[config.mk]
export PLATFORM = sky130hd
export DESIGN_NAME = gpio_edge_interrupt_regs
export DESIGN_NICKNAME = d
export VERILOG_FILES = /design/src/hdl/gpio_irq_pkg.sv /design/src/hdl/event_edge_detect.sv /design/src/hdl/gpio_edge_interrupt_regs.sv
export SDC_FILE = /design/constraint.sdc
export NUM_CORES = 1
export LEC_CHECK = 0
export BUFFER_PORTS_ARGS = -buffer_cell sky130_fd_sc_hd__buf_2
export CORE_MARGIN = 1.5
export CORE_UTILIZATION = 62
export DETAILED_ROUTE_END_ITERATION = 12
export PLACE_DENSITY = 0.95
export SLEW_MARGIN = 10
export SYNTH_ARGS = -nofsm -noshare
export SYNTH_HDL_FRONTEND = slang
export SYNTH_SLANG_ARGS = --single-unit
export TNS_END_PERCENT = 1
[constraint.sdc]
create_clock -name sys_clk -period 2.5 [get_ports sys_clk]
set_input_delay 0.5 -clock sys_clk [delete_from_list [all_inputs] [get_ports sys_clk]]
set_output_delay 0.5 -clock sys_clk [all_outputs]
set_load 0.05 [all_outputs]
[src/hdl/gpio_irq_pkg.sv]
// Constants shared by the port and edge interrupt register logic.
// Assumes a 16-bit register word and a 4-bit register index supplied by
// the serial link framing logic, which lives outside this block.
package gpio_irq_pkg;

  // ****************************************************************
  // Register word and index
  // ****************************************************************
  localparam int unsigned WORD_W = 16;
  localparam int unsigned ADDR_W = 4;
  localparam int unsigned PIN_COUNT = 10;

  // Register indices on the link
  localparam logic [ADDR_W-1:0] ADDR_PIN_DATA = 4'h0;
  localparam logic [ADDR_W-1:0] ADDR_DIRECTION = 4'h1;
  localparam logic [ADDR_W-1:0] ADDR_RISE_ENABLE = 4'h2;
  localparam logic [ADDR_W-1:0] ADDR_FALL_ENABLE = 4'h3;
  localparam logic [ADDR_W-1:0] ADDR_IRQ_CLEAR_STATUS = 4'h4;

  // ****************************************************************
  // Field positions
  // ****************************************************************
  localparam int unsigned BIT_DRIVE_LOW = 15;
  localparam int unsigned BIT_CONV_READY = 11;
  localparam int unsigned BIT_PLATE_XPOS = 12;
  localparam int unsigned BIT_PLATE_XNEG = 13;
  localparam int unsigned BIT_TEL_OVERLOAD = 14;
  localparam int unsigned BIT_AUD_OVERLOAD = 15;

  // ****************************************************************
  // Implemented bit masks (undefined positions read zero)
  // ****************************************************************
  localparam logic [WORD_W-1:0] MASK_PINS = 16'h03ff;
  localparam logic [WORD_W-1:0] MASK_DIRECTION = 16'h83ff;
  localparam logic [WORD_W-1:0] MASK_EVENTS = 16'hfbff;

  // ****************************************************************
  // Reset values
  // ****************************************************************
  localparam logic [WORD_W-1:0] RESET_WORD = 16'h0000;
  localparam logic [PIN_COUNT-1:0] RESET_PINS = 10'h000;

endpackage : gpio_irq_pkg

[src/hdl/event_edge_detect.sv]
// Two-stage synchroniser and edge detector for the sixteen event bits.
// Assumes every source comes from a pin or another clock and may change
// at any time relative to sys_clk.
`timescale 1ns/10ps

module event_edge_detect
(
  input wire logic sys_clk,
  input wire logic reset_n,
  input wire logic [gpio_irq_pkg::WORD_W-1:0] source_async,
  output logic [gpio_irq_pkg::WORD_W-1:0] source_level,
  output logic [gpio_irq_pkg::WORD_W-1:0] source_rise,
  output logic [gpio_irq_pkg::WORD_W-1:0] source_fall
);

  // ****************************************************************
  // State
  // ****************************************************************
  typedef struct packed
  {
    logic [gpio_irq_pkg::WORD_W-1:0] meta;
    logic [gpio_irq_pkg::WORD_W-1:0] sync;
    logic [gpio_irq_pkg::WORD_W-1:0] last;
  } edge_state_t;

  edge_state_t state_reg;
  edge_state_t state_next;

  // Shift chain; the first stage feeds only the second stage
  always_comb
  begin
    state_next = state_reg;
    state_next.meta = source_async;
    state_next.sync = state_reg.meta;
    state_next.last = state_reg.sync;
  end

  // Synchronous reset clears the chain so no edge is seen while reset is held
  always_ff @(posedge sys_clk)
  begin
    if (!reset_n)
    begin
      state_reg <= '0;
    end
    else
    begin
      state_reg <= state_next;
    end
  end

  // Edges compare the two settled stages only
  assign source_level = state_reg.sync;
  assign source_rise = state_reg.sync & ~state_reg.last;
  assign source_fall = ~state_reg.sync & state_reg.last;

endmodule : event_edge_detect

[src/hdl/gpio_edge_interrupt_regs.sv]
// Port data and direction registers and the edge interrupt collector
// for ten general purpose pins and five internal event sources.
// Assumes the serial link framing logic decodes each control word into
// a register index, a one-cycle write strobe and write data on sys_clk,
// and flags the second link word with a level on the same clock.
`timescale 1ns/10ps

module gpio_edge_interrupt_regs
(
  input wire logic sys_clk,
  input wire logic reset_n,
  // Register access from the link framing logic
  input wire logic [gpio_irq_pkg::ADDR_W-1:0] reg_addr,
  input wire logic reg_write,
  input wire logic [gpio_irq_pkg::WORD_W-1:0] reg_wdata,
  output logic [gpio_irq_pkg::WORD_W-1:0] reg_rdata,
  // Second link word marker and serial output control
  input wire logic link_second_word,
  output logic link_serial_out,
  output logic link_serial_out_oe,
  // General purpose pins, split into in, out and enable
  input wire logic [gpio_irq_pkg::PIN_COUNT-1:0] port_pin_in,
  output logic [gpio_irq_pkg::PIN_COUNT-1:0] port_pin_out,
  output logic [gpio_irq_pkg::PIN_COUNT-1:0] port_pin_oe,
  // Internal event sources, asynchronous to sys_clk
  input wire logic conv_ready,
  input wire logic touch_plate_x_plus,
  input wire logic touch_plate_x_minus,
  input wire logic tel_overload,
  input wire logic aud_overload,
  // Combined pending level for the framing logic
  output logic irq_pending_any
);

  // ****************************************************************
  // Helper functions
  // ****************************************************************

  // Keep only the implemented bits of a word
  function automatic logic [gpio_irq_pkg::WORD_W-1:0] keep_bits
  (
    input logic [gpio_irq_pkg::WORD_W-1:0] value,
    input logic [gpio_irq_pkg::WORD_W-1:0] mask
  );
    keep_bits = value & mask;
  endfunction : keep_bits

  // Write strobe for one register index
  function automatic logic write_hit
  (
    input logic strobe,
    input logic [gpio_irq_pkg::ADDR_W-1:0] addr,
    input logic [gpio_irq_pkg::ADDR_W-1:0] target
  );
    write_hit = strobe && (addr == target);
  endfunction : write_hit

  // Widen the ten pin bits into a full register word
  function automatic logic [gpio_irq_pkg::WORD_W-1:0] pins_to_word
  (
    input logic [gpio_irq_pkg::PIN_COUNT-1:0] pins
  );
    pins_to_word = {{(gpio_irq_pkg::WORD_W - gpio_irq_pkg::PIN_COUNT){1'b0}},
                    pins};
  endfunction : pins_to_word

  // ****************************************************************
  // State
  // ****************************************************************
  typedef struct packed
  {
    logic [gpio_irq_pkg::WORD_W-1:0] pin_data;
    logic [gpio_irq_pkg::WORD_W-1:0] direction;
    logic [gpio_irq_pkg::WORD_W-1:0] rise_enable;
    logic [gpio_irq_pkg::WORD_W-1:0] fall_enable;
    logic [gpio_irq_pkg::WORD_W-1:0] clear_last;
    logic [gpio_irq_pkg::WORD_W-1:0] pending;
    logic [gpio_irq_pkg::WORD_W-1:0] read_data;
    logic [gpio_irq_pkg::PIN_COUNT-1:0] pin_out;
    logic [gpio_irq_pkg::PIN_COUNT-1:0] pin_oe;
  } regs_state_t;

  regs_state_t state_reg;
  regs_state_t state_next;

  // ****************************************************************
  // Event source gathering
  // ****************************************************************
  logic [gpio_irq_pkg::WORD_W-1:0] source_async;
  logic [gpio_irq_pkg::WORD_W-1:0] source_level;
  logic [gpio_irq_pkg::WORD_W-1:0] source_rise;
  logic [gpio_irq_pkg::WORD_W-1:0] source_fall;
  logic [gpio_irq_pkg::WORD_W-1:0] rise_event;
  logic [gpio_irq_pkg::WORD_W-1:0] fall_event;
  logic [gpio_irq_pkg::WORD_W-1:0] set_event;
  logic [gpio_irq_pkg::WORD_W-1:0] clear_event;
  logic [gpio_irq_pkg::WORD_W-1:0] pin_word;

  // Pack pins and internal sources at their status bit positions;
  // the unused slot stays low so it can never raise an event
  always_comb
  begin
    source_async = '0;
    source_async[gpio_irq_pkg::PIN_COUNT-1:0] = port_pin_in;
    source_async[gpio_irq_pkg::BIT_CONV_READY] = conv_ready;
    source_async[gpio_irq_pkg::BIT_PLATE_XPOS] = touch_plate_x_plus;
    source_async[gpio_irq_pkg::BIT_PLATE_XNEG] = touch_plate_x_minus;
    source_async[gpio_irq_pkg::BIT_TEL_OVERLOAD] = tel_overload;
    source_async[gpio_irq_pkg::BIT_AUD_OVERLOAD] = aud_overload;
  end

  // Pins and sources are asynchronous, so all pass two flip-flops
  event_edge_detect u_edges
  (
    .sys_clk(sys_clk),
    .reset_n(reset_n),
    .source_async(source_async),
    .source_level(source_level),
    .source_rise(source_rise),
    .source_fall(source_fall)
  );

  // ****************************************************************
  // Edge qualification
  // ****************************************************************

  // Rising edges: pins, converter, plate X pair, clip pair
  always_comb
  begin
    rise_event = '0;
    rise_event[gpio_irq_pkg::PIN_COUNT-1:0] =
      source_rise[gpio_irq_pkg::PIN_COUNT-1:0] &
      state_reg.rise_enable[gpio_irq_pkg::PIN_COUNT-1:0];
    rise_event[gpio_irq_pkg::BIT_CONV_READY] =
      source_rise[gpio_irq_pkg::BIT_CONV_READY] &
      state_reg.rise_enable[gpio_irq_pkg::BIT_CONV_READY];
    rise_event[gpio_irq_pkg::BIT_PLATE_XPOS] =
      source_rise[gpio_irq_pkg::BIT_PLATE_XPOS] &
      state_reg.rise_enable[gpio_irq_pkg::BIT_PLATE_XPOS];
    rise_event[gpio_irq_pkg::BIT_PLATE_XNEG] =
      source_rise[gpio_irq_pkg::BIT_PLATE_XNEG] &
      state_reg.rise_enable[gpio_irq_pkg::BIT_PLATE_XNEG];
    rise_event[gpio_irq_pkg::BIT_TEL_OVERLOAD] =
      source_rise[gpio_irq_pkg::BIT_TEL_OVERLOAD] &
      state_reg.rise_enable[gpio_irq_pkg::BIT_TEL_OVERLOAD];
    rise_event[gpio_irq_pkg::BIT_AUD_OVERLOAD] =
      source_rise[gpio_irq_pkg::BIT_AUD_OVERLOAD] &
      state_reg.rise_enable[gpio_irq_pkg::BIT_AUD_OVERLOAD];
  end

  // Falling edges: same sources, gated by the falling enables
  always_comb
  begin
    fall_event = '0;
    fall_event[gpio_irq_pkg::PIN_COUNT-1:0] =
      source_fall[gpio_irq_pkg::PIN_COUNT-1:0] &
      state_reg.fall_enable[gpio_irq_pkg::PIN_COUNT-1:0];
    fall_event[gpio_irq_pkg::BIT_CONV_READY] =
      source_fall[gpio_irq_pkg::BIT_CONV_READY] &
      state_reg.fall_enable[gpio_irq_pkg::BIT_CONV_READY];
    fall_event[gpio_irq_pkg::BIT_PLATE_XPOS] =
      source_fall[gpio_irq_pkg::BIT_PLATE_XPOS] &
      state_reg.fall_enable[gpio_irq_pkg::BIT_PLATE_XPOS];
    fall_event[gpio_irq_pkg::BIT_PLATE_XNEG] =
      source_fall[gpio_irq_pkg::BIT_PLATE_XNEG] &
      state_reg.fall_enable[gpio_irq_pkg::BIT_PLATE_XNEG];
    fall_event[gpio_irq_pkg::BIT_TEL_OVERLOAD] =
      source_fall[gpio_irq_pkg::BIT_TEL_OVERLOAD] &
      state_reg.fall_enable[gpio_irq_pkg::BIT_TEL_OVERLOAD];
    fall_event[gpio_irq_pkg::BIT_AUD_OVERLOAD] =
      source_fall[gpio_irq_pkg::BIT_AUD_OVERLOAD] &
      state_reg.fall_enable[gpio_irq_pkg::BIT_AUD_OVERLOAD];
  end

  // Either edge sets the same pending bit
  assign set_event = keep_bits(rise_event | fall_event,
                               gpio_irq_pkg::MASK_EVENTS);

  // ****************************************************************
  // Clear detection
  // ****************************************************************

  // A clear fires only where the written bit goes from zero to one
  // against the previous write; a repeated one does nothing, so the
  // host must write zero before it can clear the same bit again
  always_comb
  begin
    clear_event = '0;
    if (write_hit(reg_write, reg_addr, gpio_irq_pkg::ADDR_IRQ_CLEAR_STATUS))
    begin
      clear_event = keep_bits(reg_wdata & ~state_reg.clear_last,
                              gpio_irq_pkg::MASK_EVENTS);
    end
  end

  // ****************************************************************
  // Next-state logic
  // ****************************************************************

  // Pin levels as seen after synchronisation
  assign pin_word = pins_to_word(source_level[gpio_irq_pkg::PIN_COUNT-1:0]);

  // Register writes, pending update and read data capture
  always_comb
  begin
    state_next = state_reg;

    // Control writes keep implemented bits only
    if (write_hit(reg_write, reg_addr, gpio_irq_pkg::ADDR_PIN_DATA))
    begin
      state_next.pin_data = keep_bits(reg_wdata,
                                      gpio_irq_pkg::MASK_PINS);
    end
    if (write_hit(reg_write, reg_addr, gpio_irq_pkg::ADDR_DIRECTION))
    begin
      state_next.direction = keep_bits(reg_wdata,
                                       gpio_irq_pkg::MASK_DIRECTION);
    end
    if (write_hit(reg_write, reg_addr, gpio_irq_pkg::ADDR_RISE_ENABLE))
    begin
      state_next.rise_enable = keep_bits(reg_wdata,
                                         gpio_irq_pkg::MASK_EVENTS);
    end
    if (write_hit(reg_write, reg_addr, gpio_irq_pkg::ADDR_FALL_ENABLE))
    begin
      state_next.fall_enable = keep_bits(reg_wdata,
                                         gpio_irq_pkg::MASK_EVENTS);
    end
    if (write_hit(reg_write, reg_addr, gpio_irq_pkg::ADDR_IRQ_CLEAR_STATUS))
    begin
      state_next.clear_last = keep_bits(reg_wdata,
                                        gpio_irq_pkg::MASK_EVENTS);
    end

    // Sticky pending; a set in the clearing cycle wins so no edge is
    // lost while software acknowledges an earlier one
    state_next.pending = (state_reg.pending &
                          ~clear_event) |
                         set_event;

    // Pins load the new data and direction on the same edge as the registers
    state_next.pin_out =
      state_next.pin_data[gpio_irq_pkg::PIN_COUNT-1:0];
    state_next.pin_oe =
      state_next.direction[gpio_irq_pkg::PIN_COUNT-1:0];

    // Read data is sampled every cycle from the presented index
    unique case (reg_addr)
      gpio_irq_pkg::ADDR_PIN_DATA:
      begin
        state_next.read_data = pin_word;
      end
      gpio_irq_pkg::ADDR_DIRECTION:
      begin
        state_next.read_data = state_reg.direction;
      end
      gpio_irq_pkg::ADDR_RISE_ENABLE:
      begin
        state_next.read_data = state_reg.rise_enable;
      end
      gpio_irq_pkg::ADDR_FALL_ENABLE:
      begin
        state_next.read_data = state_reg.fall_enable;
      end
      gpio_irq_pkg::ADDR_IRQ_CLEAR_STATUS:
      begin
        // Pins in 0-9, converter at 11, plate and clip bits above
        state_next.read_data = keep_bits(
          state_reg.pending,
          gpio_irq_pkg::MASK_EVENTS);
      end
      default:
      begin
        // Indices outside this block read as zero here
        state_next.read_data = gpio_irq_pkg::RESET_WORD;
      end
    endcase
  end

  // ****************************************************************
  // State register
  // ****************************************************************

  // Synchronous active-low reset: pins come up as inputs, all off
  always_ff @(posedge sys_clk)
  begin
    if (!reset_n)
    begin
      state_reg.pin_data <= gpio_irq_pkg::RESET_WORD;
      state_reg.direction <= gpio_irq_pkg::RESET_WORD;
      state_reg.rise_enable <= gpio_irq_pkg::RESET_WORD;
      state_reg.fall_enable <= gpio_irq_pkg::RESET_WORD;
      state_reg.clear_last <= gpio_irq_pkg::RESET_WORD;
      state_reg.pending <= gpio_irq_pkg::RESET_WORD;
      state_reg.read_data <= gpio_irq_pkg::RESET_WORD;
      state_reg.pin_out <= gpio_irq_pkg::RESET_PINS;
      state_reg.pin_oe <= gpio_irq_pkg::RESET_PINS;
    end
    else
    begin
      state_reg <= state_next;
    end
  end

  // ****************************************************************
  // Outputs
  // ****************************************************************

  // Pin drivers come straight from flip-flops
  assign port_pin_out = state_reg.pin_out;
  assign port_pin_oe = state_reg.pin_oe;
  assign reg_rdata = state_reg.read_data;

  // During the second word this block owns the serial output: either
  // a solid low or released; outside it the framing logic drives
  assign link_serial_out = 1'b0;
  assign link_serial_out_oe = link_second_word &
    state_reg.direction[gpio_irq_pkg::BIT_DRIVE_LOW];

  // Any pending source, for the framing logic's interrupt pin
  assign irq_pending_any = |state_reg.pending;

endmodule : gpio_edge_interrupt_regs

== Yosys cells after proc, flatten, opt, wreduce, memory -nomap -nowiden ==
Cells that the tools add are included.
Storage, ports and cells
  register bits: 146
  latch bits: 0
  RAM bits: 0
  ROM bits: 0
  input port bits: 39
  output and inout port bits: 39
  logic and storage cells: 50
  memories: 0
Operators by class
  add/sub/neg operators: 0
  $mul: 0
  divide/modulo/power cells: 0
  magnitude comparators: 0
  equal/unequal tests: 4
  shifts and indexed selects: 0
  muxes and demuxes: 4
  bitwise operators: 23
  reduce and logical (&&, ||, !) cells: 7
Operator list (count)
  $pmux 16 s5: 1
  $and 16x16->16: 4
  $not 16->16: 4
  $or 16x16->16: 2
  $and 10x10->10: 2
  $mux 10: 2
  $mux 16: 1
  $reduce_or 16->1: 1
  $and 1x1->1: 11
  $eq 4x2->1 const B: 2
  $logic_and 1x1->1: 5
  $eq 4x1->1 const B: 1
  $eq 4x3->1 const B: 1
  $logic_not 4->1: 1

== Depth between registers and ports, before layout ==
  depth after elaboration: 6
  depth in mapped cells: 6

== Hierarchy ==
From an unflattened synthesis, not the netlist that was laid out.
Second synthesis, totals
  cell total of the unflattened synthesis: 700
  area total of the unflattened synthesis: 6417.4 µm²
Modules (own cells, without submodules)
  gpio_edge_interrupt_regs: instances 1, cells each 551, area an instance 4792.1 µm², seq. area each 1921.8 µm²
  event_edge_detect: instances 1, cells each 149, area an instance 1625.3 µm², seq. area each 960.9 µm²

== Least setup slack after synthesis ==
No wires, ideal clock.
  path kind: input -> register
  start point: input reg_addr[0] in the netlist's numbering
  end point: register state_reg, in the netlist reg_rdata[8]
  arrival: 1.712 ns
  data required time: 2.376 ns
  path slack: 0.664 ns
  stages on the path: 5
  cell sequence: clkbuf_1 > clkbuf_1 > mux2_2 > a222oi_1 > nor2_1
Between the ends
  word-level cells in the longest chain between the ends: 2
Ends and longest elaborated chain
  start: declaration: line gpio_edge_interrupt_regs.sv:13  | input wire logic [gpio_irq_pkg::ADDR_W-1:0] reg_addr,
  $eq 4x3->1 (tied with other cells): line gpio_edge_interrupt_regs.sv:248  | unique case (reg_addr)
  $pmux 16 s5 (*): line gpio_edge_interrupt_regs.sv:248
  end signal: assignment: line gpio_edge_interrupt_regs.sv:301  | state_reg <= state_next;
  end: declaration: line gpio_edge_interrupt_regs.sv:83  | regs_state_t state_reg;
Mark *: on every way between the ends. The rest lies on a longest branch, timed or not.
A chain may end at the register's enable or synchronous reset.

== Worst setup path after layout ==
  start point: register state_reg[38] in the netlist's numbering
  end point: output irq_pending_any
Between the ends
  word-level cells in the longest chain between the ends: 1
Ends and longest elaborated chain
  $reduce_or 16->1: line gpio_edge_interrupt_regs.sv:321  | assign irq_pending_any = |state_reg.pending;
  end: declaration: line gpio_edge_interrupt_regs.sv:32  | output logic irq_pending_any
No other way between the ends.

==> impl_metrics.env <==
export IMPL_status="completed"
export IMPL_drive_above_1_share_pct=24.81
export IMPL_synth_xor_area_share_pct=0
export IMPL_synth_adder_area_share_pct=0
export IMPL_crit_path_start_kind="flop"
export IMPL_drtIter0Drc=735
export IMPL_num_antenna_cells=0
export IMPL_relSlewSlack_pct=42.97
export IMPL_fmax_ghz=0.4580
export IMPL_gp_congestion=0.8341
export IMPL_vdd_drop_max_mv=0.5757
export IMPL_wl_per_cell_um=20.26
export IMPL_p_leak_nw=2.722
export IMPL_reg2reg_slack_ns=1.21
export IMPL_required_ns=2.00
export IMPL_end_kind="output pin"
export IMPL_synth_edf_count=0
export IMPL_wl_um=15760
export IMPL_maxCapViolCount=0
export IMPL_fin_ws_ns=0.3168
export IMPL_die_width_um=100.6
export IMPL_cts_max_path_buffers=2
export IMPL_grt_util_all_layers_pct=32.02
export IMPL_tritoncts="yes"
export IMPL_ys_types=42
export IMPL_crit_type="reg -> out"
export IMPL_io_buffers=74
export IMPL_cts_hold_buffers=0
export IMPL_synth_compound_area_share_pct=12.89
export IMPL_final_nets=676
export IMPL_cp_startpoint="state_reg[38]"
export IMPL_grt_first_pass_wirelength_um=24410
export IMPL_num_io_pins=78
export IMPL_ys_seq_area_share_pct=47.76
export IMPL_clock_latency_ns=0.53
export IMPL_cp_arrival_ns=1.68
export IMPL_drc_errors=0
export IMPL_path_clk_slew_ns=0.06
export IMPL_synth_area_um2=5911
export IMPL_synth_cells=602
export IMPL_die_area_um2=10130
export IMPL_power_density_nw_per_um2=786.5
export IMPL_r2r_cells=3
export IMPL_synth_simple_area_share_pct=17.74
export IMPL_fin_setup_tns_ns=0
export IMPL_cts_buffers=17
export IMPL_crit_reg2reg_launch="state_reg[76]"
export IMPL_async_reset_ff_share_pct=0
export IMPL_die_h_um=100.6
export IMPL_worst_slew_pin_slew_ns=0.8518
export IMPL_worstHoldPathType="in -> reg"
export IMPL_avgViaCountPerCell=6.204
export IMPL_path_max_fanout=3
export IMPL_yosys_warnings=0
export IMPL_setup_viol=0
export IMPL_h_tree_depth=4
export IMPL_ant_nets=0
export IMPL_cts_sinks=141
export IMPL_antenna_found_initial=0
export IMPL_synth_mux_area_share_pct=12.38
export IMPL_synth_flop_cell="dfxtp_1"
export IMPL_synth_top_family_by_area="simple AND/OR/NAND/NOR gates"
export IMPL_cts_resized=0
export IMPL_regToRegEndpoint="reg_rdata[8]"
export IMPL_first_pass_iters=9
export IMPL_post_place_ws_ns=0.3394
export IMPL_row_count=35
export IMPL_holdPathEnd="u_edges.state_next[16]"
export IMPL_gr_total_overflow=0
export IMPL_vias=4827
export IMPL_slew_viol_final=0
export IMPL_start_util_pct=63.97
export IMPL_largest_reg_flops=61
export IMPL_grt_pass1_vias=4805
export IMPL_rsz0062_at_grt="no"
export IMPL_post_route_min_period_ns=2.183
export IMPL_syn_mean_instance_area_um2=9.818
export IMPL_core_um2=9240
export IMPL_grt_max_degree=75
export IMPL_hold_viol=0
export IMPL_finalCritPeriodShare_pct=87.33
export IMPL_ys_ff_latch=141
export IMPL_hold_depth=2
export IMPL_area_growth_pct=13.59
export IMPL_hold_path_startpoint="port_pin_in[0]"
export IMPL_skew_ns=0.01491
export IMPL_ctsRootBufferMaster="clkbuf_8"
export IMPL_dp_hpwl_um=9116
export IMPL_post_cts_setup_buffers=0
[how the worst max path moves through the flow]
stage | endpoint | slack, ns | depth (start not counted)
2_1_floorplan | reg_rdata[8] | 0.66 | 5
3_3_place_gp | state_reg[44] | 0.42 | 5
3_5_place_dp | state_reg[49] | 0.34 | 5
4_1_cts | irq_pending_any | 0.35 | 3
5_1_grt | irq_pending_any | 0.27 | 3
6_report | irq_pending_any | 0.32 | 3
[per-layer routing]
layer  part of all wire [%]  global-route usage [%]  routed length (um)
met5                      0                       0                   0
met4                    6.3                   21.99                 998
met3                     11                   9.362                1805
met2                     45                   51.46                7132
met1                     37                   36.80                5822
[layout by cell type (no fill, tap or decap), types with 2 or more instances in the layout]
cell,n
nand2_1,77
o41ai_1,5
mux2i_1,45
a211o_1,2
buf_4,16
conb_1,2
clkbuf_1,4
o21a_1,15
and2_1,46
nor2_1,15
a222oi_1,10
clkbuf_8,6
buf_2,74
a21oi_1,37
nand3b_1,17
bufinv_16,4
o21ai_1,4
dfxtp_1,141
nor4_1,3
nand3_1,21
mux2_2,25
a32oi_1,4
clkbuf_16,16
inv_1,16
o41ai_2,10
o21ai_0,17
[critical path, stage by stage, from the launching register on]
cell and delay [ns]:
dfxtp_1 0.34, nor4_1 0.39, nand4_1 0.17, buf_2 0.25
[logic make-up after synthesis]
| kind of cell | Yosys count |
|---|---|
| other cells | 1 |
| simple gates | 194 |
| mux | 70 |
| flops | 141 |
| compound gates | 104 |
| buf+inv | 92 |
[area by class of cell]
type / instances / area [um^2]
Clock buffer: 26 / 498.0
Clock inverter: 5 / 127.6
Fill cell: 579 / 2526
Timing Repair Buffer: 90 / 490.5
Multi-Input combinational cell: 370 / 2550
Inverter: 17 / 63.81
Sequential cell: 141 / 2823
Tap cell: 129 / 161.4
[cells in the mapped netlist (16+ instances only)]
master / count / share of area (%)
o21ai_0: 17 / 1.4
inv_1: 16 / 1.0
nand3b_1: 17 / 2.2
dfxtp_1: 141 / 48
nand2_1: 77 / 4.9
clkbuf_1: 22 / 1.4
buf_4: 38 / 4.8
nand3_1: 21 / 1.8
mux2i_1: 45 / 7.6
mux2_2: 25 / 4.8
and2_1: 46 / 4.9
a21oi_1: 37 / 3.1
[power breakdown]
group          total [W]  internal [W]  switching [W]  leakage (nW)
Sequential       0.00232       0.00229      0.0000302          1.14
Combinational   0.000296     0.0000959       0.000200          1.28
Clock            0.00266       0.00175       0.000911         0.302
Total            0.00528       0.00414        0.00114          2.72
[per-stage QoR]
stage | utilization [%] | cell area (um^2) | power, W | hold slack, ns | instances
after floorplan | - | 5914 | 0.002556 | 0.4057 | 603
after global placement | 65.89 | 6088 | 0.002632 | 0.4151 | 747
after detailed placement | 65.89 | 6088 | 0.002645 | 0.4120 | 747
after CTS | 72.66 | 6714 | 0.005268 | 0.1719 | 778
after global routing | 72.66 | 6714 | 0.005398 | 0.1546 | 778
final | 72.66 | 6714 | 0.005280 | 0.1781 | 778
(Power assumes the default switching activity.)
